**src/hw/edc_params.svh**
```systemverilog
// Purpose: Constants of the exception detect and cause unit.
// Assumes: 32-bit instruction words and addresses.
// Notes:   Cause codes, vectors and opcodes are plain defaults.
//
// How it works
// - Break instruction takes the common vector with the break code.
// - Restart register holds break address, or branch address in delay slot.
// - Delay slot flag set when faulting instruction is in a delay slot.
// - Break decode ignores instruction bits 25:6.
// - Undefined major, function-class or reg-immediate-class opcode is illegal.
// - 64-bit ops in 32-bit addressing are illegal outside kernel mode.
// - Unusable coprocessor traps; system coprocessor only when unusable in user mode.
// - Coprocessor trap records its code and the referenced unit number.
// - Float coprocessor trap takes common vector with float trap code.
// - Float condition held until software clears its status bit.
// - Eight interrupts, masked singly by mask field, globally by enable.
// - Interrupt records its code; vector select picks common or dedicated.
// - Pending field follows live request levels, no latching.
// - Two software interrupts, each cleared by writing zero.
// - Fetch address matching enabled instruction watch raises watch hit.
// - Load or store matching enabled data watch raises data watch hit.
// - User fetch above instruction limit raises user instruction limit code.
// - User data above data limit raises user data limit code.
// - Illegal and coprocessor traps save address with delay slot handling.
`ifndef EDC_PARAMS_SVH
`define EDC_PARAMS_SVH

`define EDC_CODE_INT        5'h00
`define EDC_CODE_WATCH      5'h17
`define EDC_CODE_BREAK      5'h09
`define EDC_CODE_ILLEGAL    5'h0A
`define EDC_CODE_COPROC     5'h0B
`define EDC_CODE_FLOAT      5'h0F
`define EDC_CODE_ULIM_I     5'h18
`define EDC_CODE_ULIM_D     5'h19
`define EDC_VEC_COMMON      32'h0000_0180
`define EDC_VEC_IRQ         32'h0000_0200
`define EDC_OP_FUNC_CLASS   6'h00
`define EDC_OP_REG_IMMEDIATE_CLASS_CLASS 6'h01
`define EDC_OP_COP0         6'h10
`define EDC_FN_BREAK        6'h0D
`define EDC_USER_TOP        32'h7FFF_FFFF
`define EDC_BRANCH_BACK     32'h0000_0004

`endif

```
**src/hw/edc_pkg.sv**
```systemverilog
// Purpose: Types of the exception detect and cause unit.
// Assumes: Used with edc_params.svh.
// Notes:   Privilege modes of the core.
`default_nettype none
package edc_pkg;
  typedef enum logic [1:0] {
    EDC_KERNEL = 2'h0,
    EDC_SUPER  = 2'h1,
    EDC_USER   = 2'h2
  } edc_mode_type;
endpackage
`default_nettype wire

```
**src/hw/edc_detect.sv**
```systemverilog
// Purpose: Detects exceptions of one instruction and records cause and restart.
// Assumes: One instruction presented per i_valid pulse; all inputs synchronous.
// Notes:   Outputs registered; o_take is a one-cycle pulse.
`include "edc_params.svh"
`default_nettype none
module edc_detect (
  input  wire logic                  i_sys_clk,
  input  wire logic                  i_rst,
  input  wire logic                  i_valid,
  input  wire logic [31:0]           i_instr,
  input  wire logic [31:0]           i_pc,
  input  wire logic                  i_in_delay_slot,
  input  wire logic                  i_major_defined,
  input  wire logic                  i_func_defined,
  input  wire logic                  i_reg_immediate_class_defined,
  input  wire logic                  i_is_wide_op,
  input  wire logic                  i_wide_addr,
  input  wire edc_pkg::edc_mode_type i_mode,
  input  wire logic                  i_kernel_wide_addr_bit,
  input  wire logic                  i_is_coproc_op,
  input  wire logic [1:0]            i_coproc_num,
  input  wire logic [3:0]            i_coproc_usable,
  input  wire logic                  i_float_trap,
  input  wire logic                  i_float_status_clear,
  input  wire logic [5:0]            i_hw_irq,
  input  wire logic [7:0]            i_irq_mask,
  input  wire logic                  i_global_irq_enable,
  input  wire logic                  i_irq_vector_select,
  input  wire logic                  i_soft_irq_we,
  input  wire logic [1:0]            i_soft_irq_wdata,
  input  wire logic [31:0]           i_instr_watch_reg,
  input  wire logic                  i_instr_watch_en,
  input  wire logic [31:0]           i_data_watch_reg,
  input  wire logic                  i_data_watch_rd_en,
  input  wire logic                  i_data_watch_wr_en,
  input  wire logic                  i_is_load,
  input  wire logic                  i_is_store,
  input  wire logic [31:0]           i_data_addr,
  input  wire logic [31:0]           i_instr_limit_reg,
  input  wire logic [31:0]           i_data_limit_reg,
  output logic                       o_take,
  output logic [31:0]                o_vector,
  output logic [4:0]                 o_cause_code,
  output logic [31:0]                o_restart_pc_reg,
  output logic                       o_delay_slot_flag,
  output logic [1:0]                 o_coproc_err,
  output logic                       o_instr_watch_hit,
  output logic                       o_data_watch_hit,
  output logic [7:0]                 o_pending_irq_field,
  output logic                       o_float_pending
);
  import edc_pkg::*;

  // ------------------------------------------------------------
  // Condition detection
  // ------------------------------------------------------------
  logic [1:0]  soft_irq;
  logic        float_hold;
  logic [7:0]  live_irq;
  logic        is_break;
  logic        ill_op;
  logic        cop_fault;
  logic        irq_fire;
  logic        instr_watch_reg_fire;
  logic        data_watch_reg_fire;
  logic        ilim_fire;
  logic        dlim_fire;
  logic        next_take;
  logic [4:0]  next_code;
  logic [31:0] next_vector;
  logic        next_iw;
  logic        next_dw;

  assign live_irq = {i_hw_irq, soft_irq};
  // Opcode and function fields only; bits 25:6 are a free code
  assign is_break = (i_instr[31:26] == `EDC_OP_FUNC_CLASS) &&
                    (i_instr[5:0] == `EDC_FN_BREAK);
  assign ill_op = !i_major_defined ||
                  ((i_instr[31:26] == `EDC_OP_FUNC_CLASS) && !i_func_defined) ||
                  ((i_instr[31:26] == `EDC_OP_REG_IMMEDIATE_CLASS_CLASS) && !i_reg_immediate_class_defined) ||
                  (i_is_wide_op && !i_wide_addr && (i_mode != EDC_KERNEL));
  assign cop_fault = i_is_coproc_op && !i_coproc_usable[i_coproc_num] &&
                     ((i_coproc_num != 2'h0) || (i_mode == EDC_USER));
  assign irq_fire = i_global_irq_enable && |(live_irq & i_irq_mask);
  assign instr_watch_reg_fire = i_instr_watch_en && (i_pc == i_instr_watch_reg);
  assign data_watch_reg_fire = (i_data_addr == i_data_watch_reg) &&
                       ((i_is_load && i_data_watch_rd_en) ||
                        (i_is_store && i_data_watch_wr_en));
  assign ilim_fire = (i_mode == EDC_USER) && (i_pc <= `EDC_USER_TOP) &&
                     (i_pc > i_instr_limit_reg);
  assign dlim_fire = (i_mode == EDC_USER) && (i_is_load || i_is_store) &&
                     (i_data_addr <= `EDC_USER_TOP) &&
                     (i_data_addr > i_data_limit_reg);

  // ------------------------------------------------------------
  // Fixed priority select
  // ------------------------------------------------------------
  always_comb begin
    next_take   = i_valid;
    next_vector = `EDC_VEC_COMMON;
    next_code   = `EDC_CODE_INT;
    next_iw     = 1'b0;
    next_dw     = 1'b0;
    // Interrupt first, then fetch-side, decode, execute, memory
    if (irq_fire) begin
      next_code = `EDC_CODE_INT;
      if (i_irq_vector_select) begin
        next_vector = `EDC_VEC_IRQ;
      end
    end else if (instr_watch_reg_fire) begin
      next_code = `EDC_CODE_WATCH;
      next_iw   = 1'b1;
    end else if (ilim_fire) begin
      next_code = `EDC_CODE_ULIM_I;
    end else if (cop_fault) begin
      next_code = `EDC_CODE_COPROC;
    end else if (ill_op) begin
      next_code = `EDC_CODE_ILLEGAL;
    end else if (is_break) begin
      next_code = `EDC_CODE_BREAK;
    end else if (float_hold) begin
      next_code = `EDC_CODE_FLOAT;
    end else if (data_watch_reg_fire) begin
      next_code = `EDC_CODE_WATCH;
      next_dw   = 1'b1;
    end else if (dlim_fire) begin
      next_code = `EDC_CODE_ULIM_D;
    end else begin
      next_take = 1'b0;
    end
  end

  // ------------------------------------------------------------
  // Software interrupts and float condition
  // ------------------------------------------------------------
  always_ff @(posedge i_sys_clk) begin
    if (i_rst) begin
      soft_irq <= 2'h0;
    end else if (i_soft_irq_we) begin
      soft_irq <= i_soft_irq_wdata;
    end
  end

  always_ff @(posedge i_sys_clk) begin
    if (i_rst) begin
      float_hold <= 1'b0;
    end else if (i_float_trap) begin
      float_hold <= 1'b1;
    end else if (i_float_status_clear) begin
      float_hold <= 1'b0;
    end
  end

  always_ff @(posedge i_sys_clk) begin
    if (i_rst) begin
      o_pending_irq_field <= 8'h00;
      o_float_pending     <= 1'b0;
    end else begin
      o_pending_irq_field <= live_irq;
      o_float_pending     <= i_float_trap || (float_hold && !i_float_status_clear);
    end
  end

  // ------------------------------------------------------------
  // Cause recording
  // ------------------------------------------------------------
  always_ff @(posedge i_sys_clk) begin
    if (i_rst) begin
      o_take <= 1'b0;
    end else begin
      o_take <= next_take;
    end
  end

  always_ff @(posedge i_sys_clk) begin
    if (i_rst) begin
      o_vector          <= `EDC_VEC_COMMON;
      o_cause_code      <= `EDC_CODE_INT;
      o_restart_pc_reg  <= 32'h0000_0000;
      o_delay_slot_flag <= 1'b0;
      o_coproc_err      <= 2'h0;
      o_instr_watch_hit <= 1'b0;
      o_data_watch_hit  <= 1'b0;
    end else if (next_take) begin
      o_vector          <= next_vector;
      o_cause_code      <= next_code;
      o_restart_pc_reg  <= i_in_delay_slot ? (i_pc - `EDC_BRANCH_BACK)
                                           : i_pc;
      o_delay_slot_flag <= i_in_delay_slot;
      o_coproc_err      <= i_coproc_num;
      o_instr_watch_hit <= next_iw;
      o_data_watch_hit  <= next_dw;
    end
  end

  // ------------------------------------------------------------
  // Checks
  // ------------------------------------------------------------
  a_break_code: assert property (@(posedge i_sys_clk) disable iff (i_rst)
    i_valid && is_break && !irq_fire && !instr_watch_reg_fire && !ilim_fire && !cop_fault &&
    !ill_op |=> o_take && o_cause_code == `EDC_CODE_BREAK && o_vector == `EDC_VEC_COMMON)
    else $error("break not reported");
  a_restart_slot: assert property (@(posedge i_sys_clk) disable iff (i_rst)
    next_take && i_in_delay_slot |=> o_restart_pc_reg == $past(i_pc) - 32'h4)
    else $error("restart address wrong in delay slot");
  a_slot_flag: assert property (@(posedge i_sys_clk) disable iff (i_rst)
    next_take |=> o_delay_slot_flag == $past(i_in_delay_slot))
    else $error("delay slot flag wrong");
  a_wide_kernel: assert property (@(posedge i_sys_clk) disable iff (i_rst)
    i_mode == EDC_KERNEL && i_major_defined && i_func_defined && i_reg_immediate_class_defined
    |-> !ill_op)
    else $error("kernel wide op refused");
  a_float_hold: assert property (@(posedge i_sys_clk) disable iff (i_rst)
    i_float_trap ##1 !i_float_status_clear [*2] |-> float_hold)
    else $error("float condition lost");
  a_irq_masked: assert property (@(posedge i_sys_clk) disable iff (i_rst)
    !i_global_irq_enable |-> !irq_fire)
    else $error("interrupt passed global mask");
  a_irq_vector: assert property (@(posedge i_sys_clk) disable iff (i_rst)
    i_valid && irq_fire && i_irq_vector_select |=> o_vector == `EDC_VEC_IRQ)
    else $error("dedicated vector not used");
  a_pending_live: assert property (@(posedge i_sys_clk) disable iff (i_rst)
    1'b1 |=> o_pending_irq_field[7:2] == $past(i_hw_irq))
    else $error("pending field latched");
  a_soft_clear: assert property (@(posedge i_sys_clk) disable iff (i_rst)
    i_soft_irq_we && !i_soft_irq_wdata[0] |=> ##1 !o_pending_irq_field[0])
    else $error("soft interrupt not cleared");
  a_instr_watch_reg_hit: assert property (@(posedge i_sys_clk) disable iff (i_rst)
    i_valid && instr_watch_reg_fire && !irq_fire |=> o_instr_watch_hit && !o_data_watch_hit)
    else $error("watch hit bit wrong");
  a_one_take: assert property (@(posedge i_sys_clk) disable iff (i_rst)
    o_take |-> !(o_instr_watch_hit && o_data_watch_hit))
    else $error("two causes reported");

  // ------------------------------------------------------------
  // Per cause checks
  // ------------------------------------------------------------
  a_illegal_code: assert property (@(posedge i_sys_clk) disable iff (i_rst)
    i_valid && ill_op && !irq_fire && !instr_watch_reg_fire && !ilim_fire && !cop_fault
    |=> o_take && o_cause_code == `EDC_CODE_ILLEGAL && o_vector == `EDC_VEC_COMMON)
    else $error("illegal opcode not reported");
  a_major_illegal: assert property (@(posedge i_sys_clk) disable iff (i_rst)
    !i_major_defined
    |-> ill_op)
    else $error("undefined major opcode passed");
  a_user_wide: assert property (@(posedge i_sys_clk) disable iff (i_rst)
    i_is_wide_op && !i_wide_addr && i_mode != EDC_KERNEL
    |-> ill_op)
    else $error("wide op passed outside kernel");
  a_cop_other: assert property (@(posedge i_sys_clk) disable iff (i_rst)
    i_is_coproc_op && !i_coproc_usable[i_coproc_num] && i_coproc_num != 2'h0
    |-> cop_fault)
    else $error("unusable coprocessor passed");
  a_cop_user: assert property (@(posedge i_sys_clk) disable iff (i_rst)
    i_is_coproc_op && i_coproc_num == 2'h0 && !i_coproc_usable[0] && i_mode == EDC_USER
    |-> cop_fault)
    else $error("system coprocessor passed in user mode");
  a_cop_record: assert property (@(posedge i_sys_clk) disable iff (i_rst)
    i_valid && cop_fault && !irq_fire && !instr_watch_reg_fire && !ilim_fire
    |=> o_take && o_cause_code == `EDC_CODE_COPROC && o_coproc_err == $past(i_coproc_num))
    else $error("coprocessor trap record wrong");
  a_float_code: assert property (@(posedge i_sys_clk) disable iff (i_rst)
    i_valid && float_hold && !irq_fire && !instr_watch_reg_fire && !ilim_fire && !cop_fault &&
    !ill_op && !is_break |=> o_take && o_cause_code == `EDC_CODE_FLOAT)
    else $error("float trap not reported");
  a_float_set: assert property (@(posedge i_sys_clk) disable iff (i_rst)
    i_float_trap
    |=> float_hold)
    else $error("float trap not held");
  a_float_clear: assert property (@(posedge i_sys_clk) disable iff (i_rst)
    float_hold && i_float_status_clear && !i_float_trap
    |=> !float_hold && !o_float_pending)
    else $error("float condition not cleared");
  a_irq_common: assert property (@(posedge i_sys_clk) disable iff (i_rst)
    i_valid && irq_fire && !i_irq_vector_select
    |=> o_take && o_cause_code == `EDC_CODE_INT && o_vector == `EDC_VEC_COMMON)
    else $error("interrupt record wrong");
  a_pending_soft: assert property (@(posedge i_sys_clk) disable iff (i_rst)
    1'b1
    |=> o_pending_irq_field[1:0] == $past(soft_irq))
    else $error("soft pending bits latched");
  a_soft_set: assert property (@(posedge i_sys_clk) disable iff (i_rst)
    i_soft_irq_we && i_soft_irq_wdata[1]
    |=> ##1 o_pending_irq_field[1])
    else $error("soft interrupt not set");
  a_instr_watch_reg_off: assert property (@(posedge i_sys_clk) disable iff (i_rst)
    !i_instr_watch_en
    |-> !instr_watch_reg_fire)
    else $error("disabled instruction watch fired");
  a_data_watch_reg_hit: assert property (@(posedge i_sys_clk) disable iff (i_rst)
    i_valid && data_watch_reg_fire && !irq_fire && !instr_watch_reg_fire && !ilim_fire && !cop_fault &&
    !ill_op && !is_break && !float_hold
    |=> o_take && o_data_watch_hit && !o_instr_watch_hit && o_cause_code == `EDC_CODE_WATCH)
    else $error("data watch hit wrong");
  a_ilim_code: assert property (@(posedge i_sys_clk) disable iff (i_rst)
    i_valid && ilim_fire && !irq_fire && !instr_watch_reg_fire
    |=> o_take && o_cause_code == `EDC_CODE_ULIM_I && o_vector == `EDC_VEC_COMMON)
    else $error("instruction limit not reported");
  a_lim_user_only: assert property (@(posedge i_sys_clk) disable iff (i_rst)
    i_mode != EDC_USER
    |-> !ilim_fire && !dlim_fire)
    else $error("limit fired outside user mode");
  a_dlim_code: assert property (@(posedge i_sys_clk) disable iff (i_rst)
    i_valid && dlim_fire && !irq_fire && !instr_watch_reg_fire && !ilim_fire && !cop_fault &&
    !ill_op && !is_break && !float_hold && !data_watch_reg_fire
    |=> o_take && o_cause_code == `EDC_CODE_ULIM_D && o_vector == `EDC_VEC_COMMON)
    else $error("data limit not reported");
  a_restart_plain: assert property (@(posedge i_sys_clk) disable iff (i_rst)
    next_take && !i_in_delay_slot
    |=> o_restart_pc_reg == $past(i_pc))
    else $error("restart address wrong");
  a_no_take_idle: assert property (@(posedge i_sys_clk) disable iff (i_rst)
    !i_valid
    |=> !o_take)
    else $error("take without instruction");
  a_common_vec: assert property (@(posedge i_sys_clk) disable iff (i_rst)
    o_take && o_cause_code != `EDC_CODE_INT
    |-> o_vector == `EDC_VEC_COMMON)
    else $error("non interrupt used dedicated vector");

  // ------------------------------------------------------------
  // Per interrupt line checks
  // ------------------------------------------------------------
  for (genvar g = 0; g < 8; g++) begin : g_irq_line
    a_irq_line: assert property (@(posedge i_sys_clk) disable iff (i_rst)
      i_global_irq_enable && i_irq_mask[g] && live_irq[g]
      |-> irq_fire)
      else $error("enabled interrupt line ignored");
    a_irq_line_mask: assert property (@(posedge i_sys_clk) disable iff (i_rst)
      (live_irq & i_irq_mask) == 8'h00
      |-> !irq_fire)
      else $error("masked interrupt line fired");
  end

  c_break: cover property (@(posedge i_sys_clk) disable iff (i_rst)
    o_take && o_cause_code == `EDC_CODE_BREAK && o_delay_slot_flag);
  c_irq: cover property (@(posedge i_sys_clk) disable iff (i_rst)
    o_take && o_vector == `EDC_VEC_IRQ);
  c_cop: cover property (@(posedge i_sys_clk) disable iff (i_rst)
    o_take && o_cause_code == `EDC_CODE_COPROC);
  c_dlim: cover property (@(posedge i_sys_clk) disable iff (i_rst)
    o_take && o_cause_code == `EDC_CODE_ULIM_D);
  c_data_watch_reg: cover property (@(posedge i_sys_clk) disable iff (i_rst)
    o_take && o_data_watch_hit);
endmodule // edc_detect
`default_nettype wire

```
**config.mk**
```make
export PLATFORM = sky130hd
export DESIGN_NAME = edc_detect
export DESIGN_NICKNAME = d
export VERILOG_FILES = /design/src/hw/edc_pkg.sv /design/src/hw/edc_detect.sv
export VERILOG_INCLUDE_DIRS = /design/src /design/src/hw
export SDC_FILE = /design/constraint.sdc
export NUM_CORES = 1
export LEC_CHECK = 0
export BUFFER_PORTS_ARGS = -buffer_cell sky130_fd_sc_hd__buf_2
export CAP_MARGIN = 5
export CORE_AREA = 5 5 133 135
export CTS_CLUSTER_DIAMETER = 40
export DETAILED_ROUTE_END_ITERATION = 8
export DIE_AREA = 0 0 138 140
export GPL_TIMING_DRIVEN = 0
export PLACE_DENSITY = 0.71
export SLEW_MARGIN = 15
export SYNTH_ARGS = -nofsm -noshare
export SYNTH_HDL_FRONTEND = slang
export SYNTH_SLANG_ARGS = --single-unit
```
**constraint.sdc**
```tcl
create_clock -name i_sys_clk -period 3.05 [get_ports i_sys_clk]
set_clock_uncertainty 0.2 [all_clocks]
set_input_delay 0.305 -clock i_sys_clk [delete_from_list [all_inputs] [get_ports i_sys_clk]]
set_output_delay 0.305 -clock i_sys_clk [all_outputs]
set_load 0.01 [all_outputs]
```
# Yosys cells after proc, flatten, opt, wreduce, memory -nomap -nowiden
# Cells that the tools add are included.
dict set report classes {
  add_sub_neg 1
  magnitude_cmp 5
  n_eq_ne 5
  muxes 35
  bitwise 1
  n_reduce_logical 36
}
# cell n
set op_table {}
lappend op_table {{== test 32 bit} 2}
lappend op_table {{greater-than comparator 32 bit} 2}
lappend op_table {{less-or-equal comparator 32 x 31 -> 1 bit (second input constant)} 2}
lappend op_table {{two-way mux 5 bit} 9}
lappend op_table {{two-way mux 32 bit} 1}
lappend op_table {{subtractor 32 x 3 -> 32 bit (second input constant)} 1}
lappend op_table {{two-way mux 1 bit} 22}
lappend op_table {{two-way mux 10 bit} 2}
lappend op_table {{logical AND 1 bit} 18}
lappend op_table {{AND 8 bit} 1}
lappend op_table {{OR reduction 8 bit} 1}
lappend op_table {{logical OR 1 bit} 7}
lappend op_table {{== test 6 x 1 -> 1 bit (second input constant)} 1}
lappend op_table {{== test 6 x 4 -> 1 bit (second input constant)} 1}
lappend op_table {{logical NOT 1 bit} 6}
lappend op_table {{logical NOT 6 bit} 1}
lappend op_table {{nonzero test 2 bit} 3}
lappend op_table {{< comparator 2 x 3 -> 1 bit (second input constant)} 1}
lappend op_table {{binary-select mux 1 bit (select 2 bit)} 1}
lappend op_table {{== test 2 bit (second input constant)} 1}
dict set report word_totals {
  ff_bits 87
  output_inout_bits 84
}

# Logic depth before layout (Yosys ltp)
# Gate-level depths: netlist of the first run.
dict set report depth {
  depth_word 13
  ltp_mapped 11
}

# Worst setup path after synthesis of the first run
# No wires, ideal clock.
dict set report synth_timing {
  kind {input port to flip-flop}
  start {in i_instr_limit_reg[14]}
  end {reg o_restart_pc_reg[13]}
  t_arrival_ns 2.781
  setup_slack_ns -0.052
  cell_stages 11
  path_cell_list {inv_1 -> ha_1 -> nand4_2 -> nor4_2 -> a31oi_1 -> a21boi_4 -> or4b_1 -> buf_6 -> o21ai_4 -> buf_6 -> mux2_4}
}
dict set report synth_between {
  elab_chain_len 5
}
# element line
set synth_rtl {}
lappend synth_rtl {{start, declared} edc_detect.sv:39} ;# input wire logic [31:0] i_instr_limit_reg,
lappend synth_rtl {{greater-than comparator 32 bit} edc_detect.sv:90} ;# (i_pc > i_instr_limit_reg);
lappend synth_rtl {{logical AND 1 bit} edc_detect.sv:89} ;# assign ilim_fire = (i_mode == EDC_USER) && (i_pc <= `EDC_USER_TOP) &&
lappend synth_rtl {{two-way mux 1 bit} edc_detect.sv:113} ;# end else if (ilim_fire) begin
lappend synth_rtl {{two-way mux 1 bit} edc_detect.sv:110} ;# end else if (instr_watch_reg_fire) begin
lappend synth_rtl {{two-way mux 1 bit} edc_detect.sv:105} ;# if (irq_fire) begin
lappend synth_rtl {{end signal, assigned} edc_detect.sv:187} ;# o_restart_pc_reg <= i_in_delay_slot ? (i_pc - `EDC_BRANCH_BACK)
lappend synth_rtl {{end, declared} edc_detect.sv:44} ;# output logic [31:0] o_restart_pc_reg,
# No other way between the ends.
# A chain may end at the register's enable or synchronous reset.

# Worst setup path in the final report of the first run
dict set report layout_timing {
  start {in i_data_addr[7]}
  end {reg o_restart_pc_reg[11]}
}
dict set report layout_between {
  elab_chain_len 12
  word_cells_on_any_way 15
}
# element line
set layout_rtl {}
lappend layout_rtl {{start, declared} edc_detect.sv:38} ;# input wire logic [31:0] i_data_addr,
lappend layout_rtl {{less-or-equal comparator 32 x 31 -> 1 bit (no source line)} n/a}
lappend layout_rtl {{logical AND 1 bit (2 in series)} edc_detect.sv:91} ;# assign dlim_fire = (i_mode == EDC_USER) && (i_is_load || i_is_store) &&
lappend layout_rtl {{two-way mux 1 bit} edc_detect.sv:126} ;# end else if (dlim_fire) begin
lappend layout_rtl {{two-way mux 1 bit (*)} edc_detect.sv:123} ;# end else if (data_watch_reg_fire) begin
lappend layout_rtl {{two-way mux 1 bit (*)} edc_detect.sv:121} ;# end else if (float_hold) begin
lappend layout_rtl {{two-way mux 1 bit (*)} edc_detect.sv:119} ;# end else if (is_break) begin
lappend layout_rtl {{two-way mux 1 bit (*)} edc_detect.sv:117} ;# end else if (ill_op) begin
lappend layout_rtl {{two-way mux 1 bit (*)} edc_detect.sv:115} ;# end else if (cop_fault) begin
lappend layout_rtl {{two-way mux 1 bit (*)} edc_detect.sv:113}
lappend layout_rtl {{two-way mux 1 bit (*)} edc_detect.sv:110}
lappend layout_rtl {{two-way mux 1 bit (*)} edc_detect.sv:105}
# Mark *: on every way between the ends. The rest lies on a longest branch, timed or not.

==> flow_metrics.env, run 1 <==
export IMPL_status="complete, no violations"
export IMPL_ctsHtreeMaxLevel=3
export IMPL_max_freq_mhz=338
export IMPL_dr_total_vias=6341
export IMPL_core_um2=16300
export IMPL_cts_tree="done"
export IMPL_yosysSeqAreaShare=0.195
export IMPL_synth_largest_area_cell="dfxtp_1"
export IMPL_stdcell_area_um2=8330
export IMPL_critPathArrivalTime_ns=2.97
export IMPL_antenna_found_initial=0
export IMPL_synth_top_area_frac=0.195
export IMPL_ios=353
export IMPL_drc=0
export IMPL_yosys_warnings=0
export IMPL_hold_class="in2reg"
export IMPL_whs_ns=0.0161
export IMPL_avgRoutedWirePerCell_um=17.2
export IMPL_post_route_util=0.509
export IMPL_async_flop_share=0
export IMPL_p_leak_uw=0.00415
export IMPL_clk_path_buf_depth=2
export IMPL_slowest_stage="or4_1"
export IMPL_synth_edf_count=0
export IMPL_critPathMaxFanout=8
export IMPL_grt_first_pass_wirelength_mm=33.4
export IMPL_finalNetCount=1396
export IMPL_area_delta_synth_final_pct=42.3
export IMPL_path_clk_slew_ns=0.06
export IMPL_wirelength_mm=22.1
export IMPL_syn_cell_area_um2=5850
export IMPL_rows=47
export IMPL_io_buffers=300
export IMPL_clock_latency_ns=0.33
export IMPL_place_area_um2=7780
export IMPL_avgSynthCellArea_um2=8.17
export IMPL_stdcell_count=1287
export IMPL_crit_path_start_kind="primary input"
export IMPL_rsz0062_at_grt="no"
export IMPL_layout_common_cells="buf_2 (301), inv_1 (85), xnor2_1 (73)"
export IMPL_yosysUniqueCellTypes=75
export IMPL_placed_cells=1264
export IMPL_dpl_hpwl_mm=19.3
export IMPL_die_width_um=138
export IMPL_ir_drop_v=0.000330
export IMPL_layout_commonest_cell="buf_2"
export IMPL_layout_drive_gt1_share=0.383
export IMPL_r2r_start="soft_irq[1]"
export IMPL_required_ns=3.06
export IMPL_num_antenna_cells=0
export IMPL_dieHeight_um=140
export IMPL_grt_start_max_net_pins=12
export IMPL_first_pass_iters=5
export IMPL_crit_path_cell_trace="buf_2 -> ha_1 -> nand4_1 -> nor4_4 -> or3b_4 -> a31oi_4 -> or4_1 -> buf_6 -> o21ai_4 -> buf_12 -> mux2_2"
export IMPL_drt_iter0_drc=265
export IMPL_slew_headroom=0.561
export IMPL_finalCriticalPeriod_ns=2.96
export IMPL_grt_pass1_vias=6393
export IMPL_cts_sinks=57
export IMPL_grt_usage=0.215
export IMPL_crit_type="in2reg"
export IMPL_drv_slew=0
export IMPL_ys_top_cells_by_area="dfxtp_1 (19%), ha_1 (14%), xnor2_1 (11%)"
export IMPL_largest_reg_flops=32
export IMPL_cap_violations=0
export IMPL_ys_ff_latch=57
export IMPL_routed_via_density=4.93
export IMPL_cts_made_buffers=9
export IMPL_root_buffer="clkbuf_16"
export IMPL_synthCells=716
export IMPL_final_period_utilization=0.970
export IMPL_tightest_slew_ns=0.656
export IMPL_r2r_setup_slack_ns=0.59
export IMPL_initial_utilization=0.358
export IMPL_worstHoldStart="i_hw_irq[4]"
export IMPL_max_stage_delay_ns=0.54
export IMPL_ant_nets=0
export IMPL_power_density_nw_per_um2=352
export IMPL_grt_ovfl_total=0
export IMPL_synth_ff_type="dfxtp_1"
export IMPL_finalHoldViolCount=0
export IMPL_cp_end_kind="register"
export IMPL_cp_startpoint="i_data_addr[7]"
export IMPL_setup_viol=0
export IMPL_gp_congestion=0.906
export IMPL_dieArea_um2=19300
[layer usage]
layer	part of all wire	track usage
met1	0.44	0.285
met5	0	0
met2	0.48	0.357
met4	0.022	0.0577
met3	0.058	0.0450
[cell type report]
| type | count | area [µm²] |
|---|---|---|
| Fill cell | 1633 | 8020 |
| Multi-Input combinational cell | 552 | 4330 |
| Timing Repair Buffer | 308 | 1580 |
| Sequential cell | 57 | 1140 |
| Buffer | 48 | 337 |
| Inverter | 86 | 323 |
| Tap cell | 220 | 275 |
| Clock buffer | 9 | 225 |
| Clock inverter | 7 | 118 |
[where the power goes]
part           internal [µW]  total (µW)  switching (µW)
Combinational            439         936             497
Sequential               795         820            25.2
Clock                    799        1180             377
[cell families (layout without fill, tap and decap cells)]
| group | count (synthesis) | count (layout) | share of synthesized area |
|---|---|---|---|
| other | 1 | 29 | 0.000641 |
| buffers and inverters | 135 | 458 | 0.112 |
| XOR/XNOR | 90 | 90 | 0.136 |
| adder cells (fa/ha/maj) | 65 | 65 | 0.139 |
| AO/OA/AOI/OAI | 119 | 119 | 0.146 |
| AND/OR/NAND/NOR | 223 | 223 | 0.219 |
| multiplexers | 26 | 26 | 0.0513 |
| flip-flops | 57 | 57 | 0.195 |
[path summary, 6_finish.rpt]
| path | cells past startpoint | endpoint |
|---|---|---|
| hold reg to reg | 2 | o_restart_pc_reg[19] |
| setup reg to reg | 7 | o_restart_pc_reg[11] |
| setup / recovery | 11 | o_restart_pc_reg[11] |
| hold / removal | 2 | o_pending_irq_field[6] |
[worst max-delay path: cells and delay by family]
family	cells	cell delay (ns)
compound gates	2	0.25
fa+ha+maj	1	0.31
buf+inv	3	0.44
mux	1	0.33
simple gates	4	1.32
[synthesized netlist by cell type, drive strengths merged (7+ instances only)]
cell type  instances
inv               85
xnor2             74
ha                65
dfxtp             57
nand2             45
nand4             40
nor2              39
buf               38
a21oi             34
nor2b             26
nor4              17
o21ai             16
xor2              16
mux2              14
mux2i             12
clkbuf            11
nor3              11
o211ai            10
a311oi             9
nand3              9
a211oi             7
[through the flow]
| step | power (µW) | setup TNS [ns] | setup WS (ns) |
|---|---|---|---|
| after floorplan | 1340 | 0 | 0.00330 |
| after global placement | 1720 | -20.98 | -0.701 |
| after detailed placement | 1730 | -24.00 | -0.769 |
| after CTS | 2930 | 0 | 0.00246 |
| after global routing | 3090 | 0 | 0.00304 |
| final | 2930 | 0 | 0.0907 |
[what timing repair did]
item                                    CTS  global route
pin swaps                                 1            14
endpoints found under the hold margin     3             0
hold buffers                              2             0
gates resized for setup                   6            16
setup buffers                             1             5
endpoints found under the setup margin   38            36
Power figures use the tool's default switching activity.
==> inputs of run 2 (changes only) <==
Settings changed: CORE_AREA 5 5 133 135 to not set, CORE_MARGIN set to 5, CORE_UTILIZATION set to 25, DIE_AREA 0 0 138 140 to not set, PLACE_DENSITY 0.71 to 0.53.
==> run 2 against run 1 <==
- die area grew 38%
- critical path depth is the same
- worst hold slack gained 0.0037 ns
- register-to-register slack got worse by 0.02 ns
- utilization down 14 points
- final cell count is 8.7% higher
- combinational power increased by 2.8%
- largest power group unchanged
==> flow_metrics.env, run 2 (synthesis results as in run 1) <==
export IMPL_cts_tree="done"
export IMPL_regArea_um2=1140
export IMPL_max_freq_mhz=341
export IMPL_crit_path_start_kind="primary input"
export IMPL_critPathMaxFanout=10
export IMPL_cts_sinks=57
export IMPL_grt_usage=0.176
export IMPL_drt_iter0_drc=251
export IMPL_finalHoldViolCount=0
export IMPL_layout_common_cells="buf_2 (301), inv_1 (85), xnor2_1 (73)"
export IMPL_multiInputGateArea_um2=4370
export IMPL_gp_congestion=0.898
export IMPL_clk_path_buf_depth=2
export IMPL_layout_drive_gt1_share=0.389
export IMPL_wirelength_mm=24.1
export IMPL_avgRoutedWirePerCell_um=17.2
export IMPL_drv_slew=0
export IMPL_rows=56
export IMPL_clock_latency_ns=0.33
export IMPL_rsz0062_at_grt="no"
export IMPL_ant_nets=0
export IMPL_root_buffer="clkbuf_16"
export IMPL_slew_headroom=0.542
export IMPL_grt_start_max_net_pins=11
export IMPL_dpl_hpwl_mm=21.2
export IMPL_path_clk_slew_ns=0.05
export IMPL_cap_violations=0
export IMPL_area_delta_synth_final_pct=46.6
export IMPL_power_density_nw_per_um2=338
export IMPL_dr_total_vias=6266
export IMPL_crit_type="in2reg"
export IMPL_final_period_utilization=0.962
export IMPL_max_stage_delay_ns=0.53
export IMPL_core_um2=23300
export IMPL_grt_ovfl_total=0
export IMPL_finalNetCount=1408
export IMPL_critPathArrivalTime_ns=2.96
export IMPL_status="complete, no violations"
export IMPL_reg2regPathDepth=7
export IMPL_hold_class="in2reg"
export IMPL_largest_reg_flops=32
export IMPL_antenna_found_initial=3
export IMPL_finalCriticalPeriod_ns=2.94
export IMPL_crit_path_cell_trace="buf_2 -> ha_1 -> a21oi_1 -> o21ai_0 -> a311oi_2 -> a21boi_4 -> or4b_4 -> buf_6 -> o21ai_4 -> buf_8 -> mux2_4"
export IMPL_setup_viol=0
export IMPL_holdPathStages=2
export IMPL_die_width_um=163
export IMPL_initial_utilization=0.252
export IMPL_first_pass_iters=4
export IMPL_setup_slack_ns=0.114
export IMPL_ir_drop_v=0.000277
export IMPL_cts_made_buffers=9
export IMPL_io_buffers=300
export IMPL_tightest_slew_ns=0.686
export IMPL_ios=353
export IMPL_layout_commonest_cell="buf_2"
export IMPL_dieArea_um2=26600
export IMPL_ctsHtreeMaxLevel=3
export IMPL_setup_tns_ns=0
export IMPL_post_place_ws_ns=-0.678
export IMPL_grt_pass1_vias=6466
export IMPL_slowest_stage="or4b_4"
export IMPL_n_fill_cell=2522
export IMPL_drc=0
export IMPL_required_ns=3.07
export IMPL_cp_end_kind="register"
export IMPL_grt_first_pass_wirelength_mm=35.9
export IMPL_routed_via_density=4.48
export IMPL_dieHeight_um=163
export IMPL_p_leak_uw=0.00421
-- run 2: changes by cell type in the layout (fill, tap and decap cells not counted), moves of 2 or more --
cell           before  now
buf_4              36   44
clkbuf_8            0    2
clkinv_2            2    0
diode_2             0    2
dlygate4sd3_1       2    5
ha_1               60   57
ha_4                5    8
nor4_2              2    0
-- run 2: where the power goes --
group	internal [µW]	switching, µW
logic	452	510
clock network	756	364
registers	795	25.8
-- run 2: final timing paths --
path	start	slack, ns	endpoint
worst min-delay path	i_hw_irq[2]	0.02	o_pending_irq_field[4]
worst min register to register	o_vector[9]	0.25	o_vector[9]
worst max-delay path	i_pc[19]	0.11	o_restart_pc_reg[14]
worst max register to register	soft_irq[1]	0.57	o_restart_pc_reg[14]
-- run 2: timing repair --
| action | CTS | global route |
|---|---|---|
| pin swaps | 3 | 17 |
| hold buffers | 5 | 0 |
| buffers inserted | 4 | 10 |
| hold endpoints to repair | 6 | 0 |
| endpoints found under the setup margin | 38 | 45 |
| resized for setup | 4 | 22 |
-- run 2: area by class of cell --
class                   instances  share of cell area
multi-input cells             552               0.509
repair buffers                319               0.195
flip-flops and latches         57               0.133
well taps                     319              0.0465
plain buffers                  49              0.0405
inverters                      86              0.0376
clock buffers                  11              0.0295
clock inverters                 4             0.00889
diodes                          2            0.000583
-- run 2: metrics by stage --
step	area, µm²	std cells	utilization	hold slack [ns]	power [µW]
CTS	8350	1387	0.359	0.00610	2910
detailed placement	7910	1363	0.340	0.248	1750
floorplan	6000	744	-	0.233	1340
global route	8580	1398	0.369	0.0159	3080
finish	8580	1399	0.369	0.0198	2900
global placement	7910	1363	0.340	0.242	1740
-- run 2: routing by layer --
metal  track usage  vias up  routed length, µm
li1              -     3200                  -
met1         0.232     2845              10700
met2         0.290      191              11400
met3        0.0430       26               1610
met4        0.0419        4                359
met5             0        -                 21
-- run 2: critical path, delay by kind of cell --
kind,cells,cell delay (ns)
mux,1,0.30
compound gates,5,0.96
buf+inv,3,0.50
fa+ha+maj,1,0.34
simple gates,1,0.53
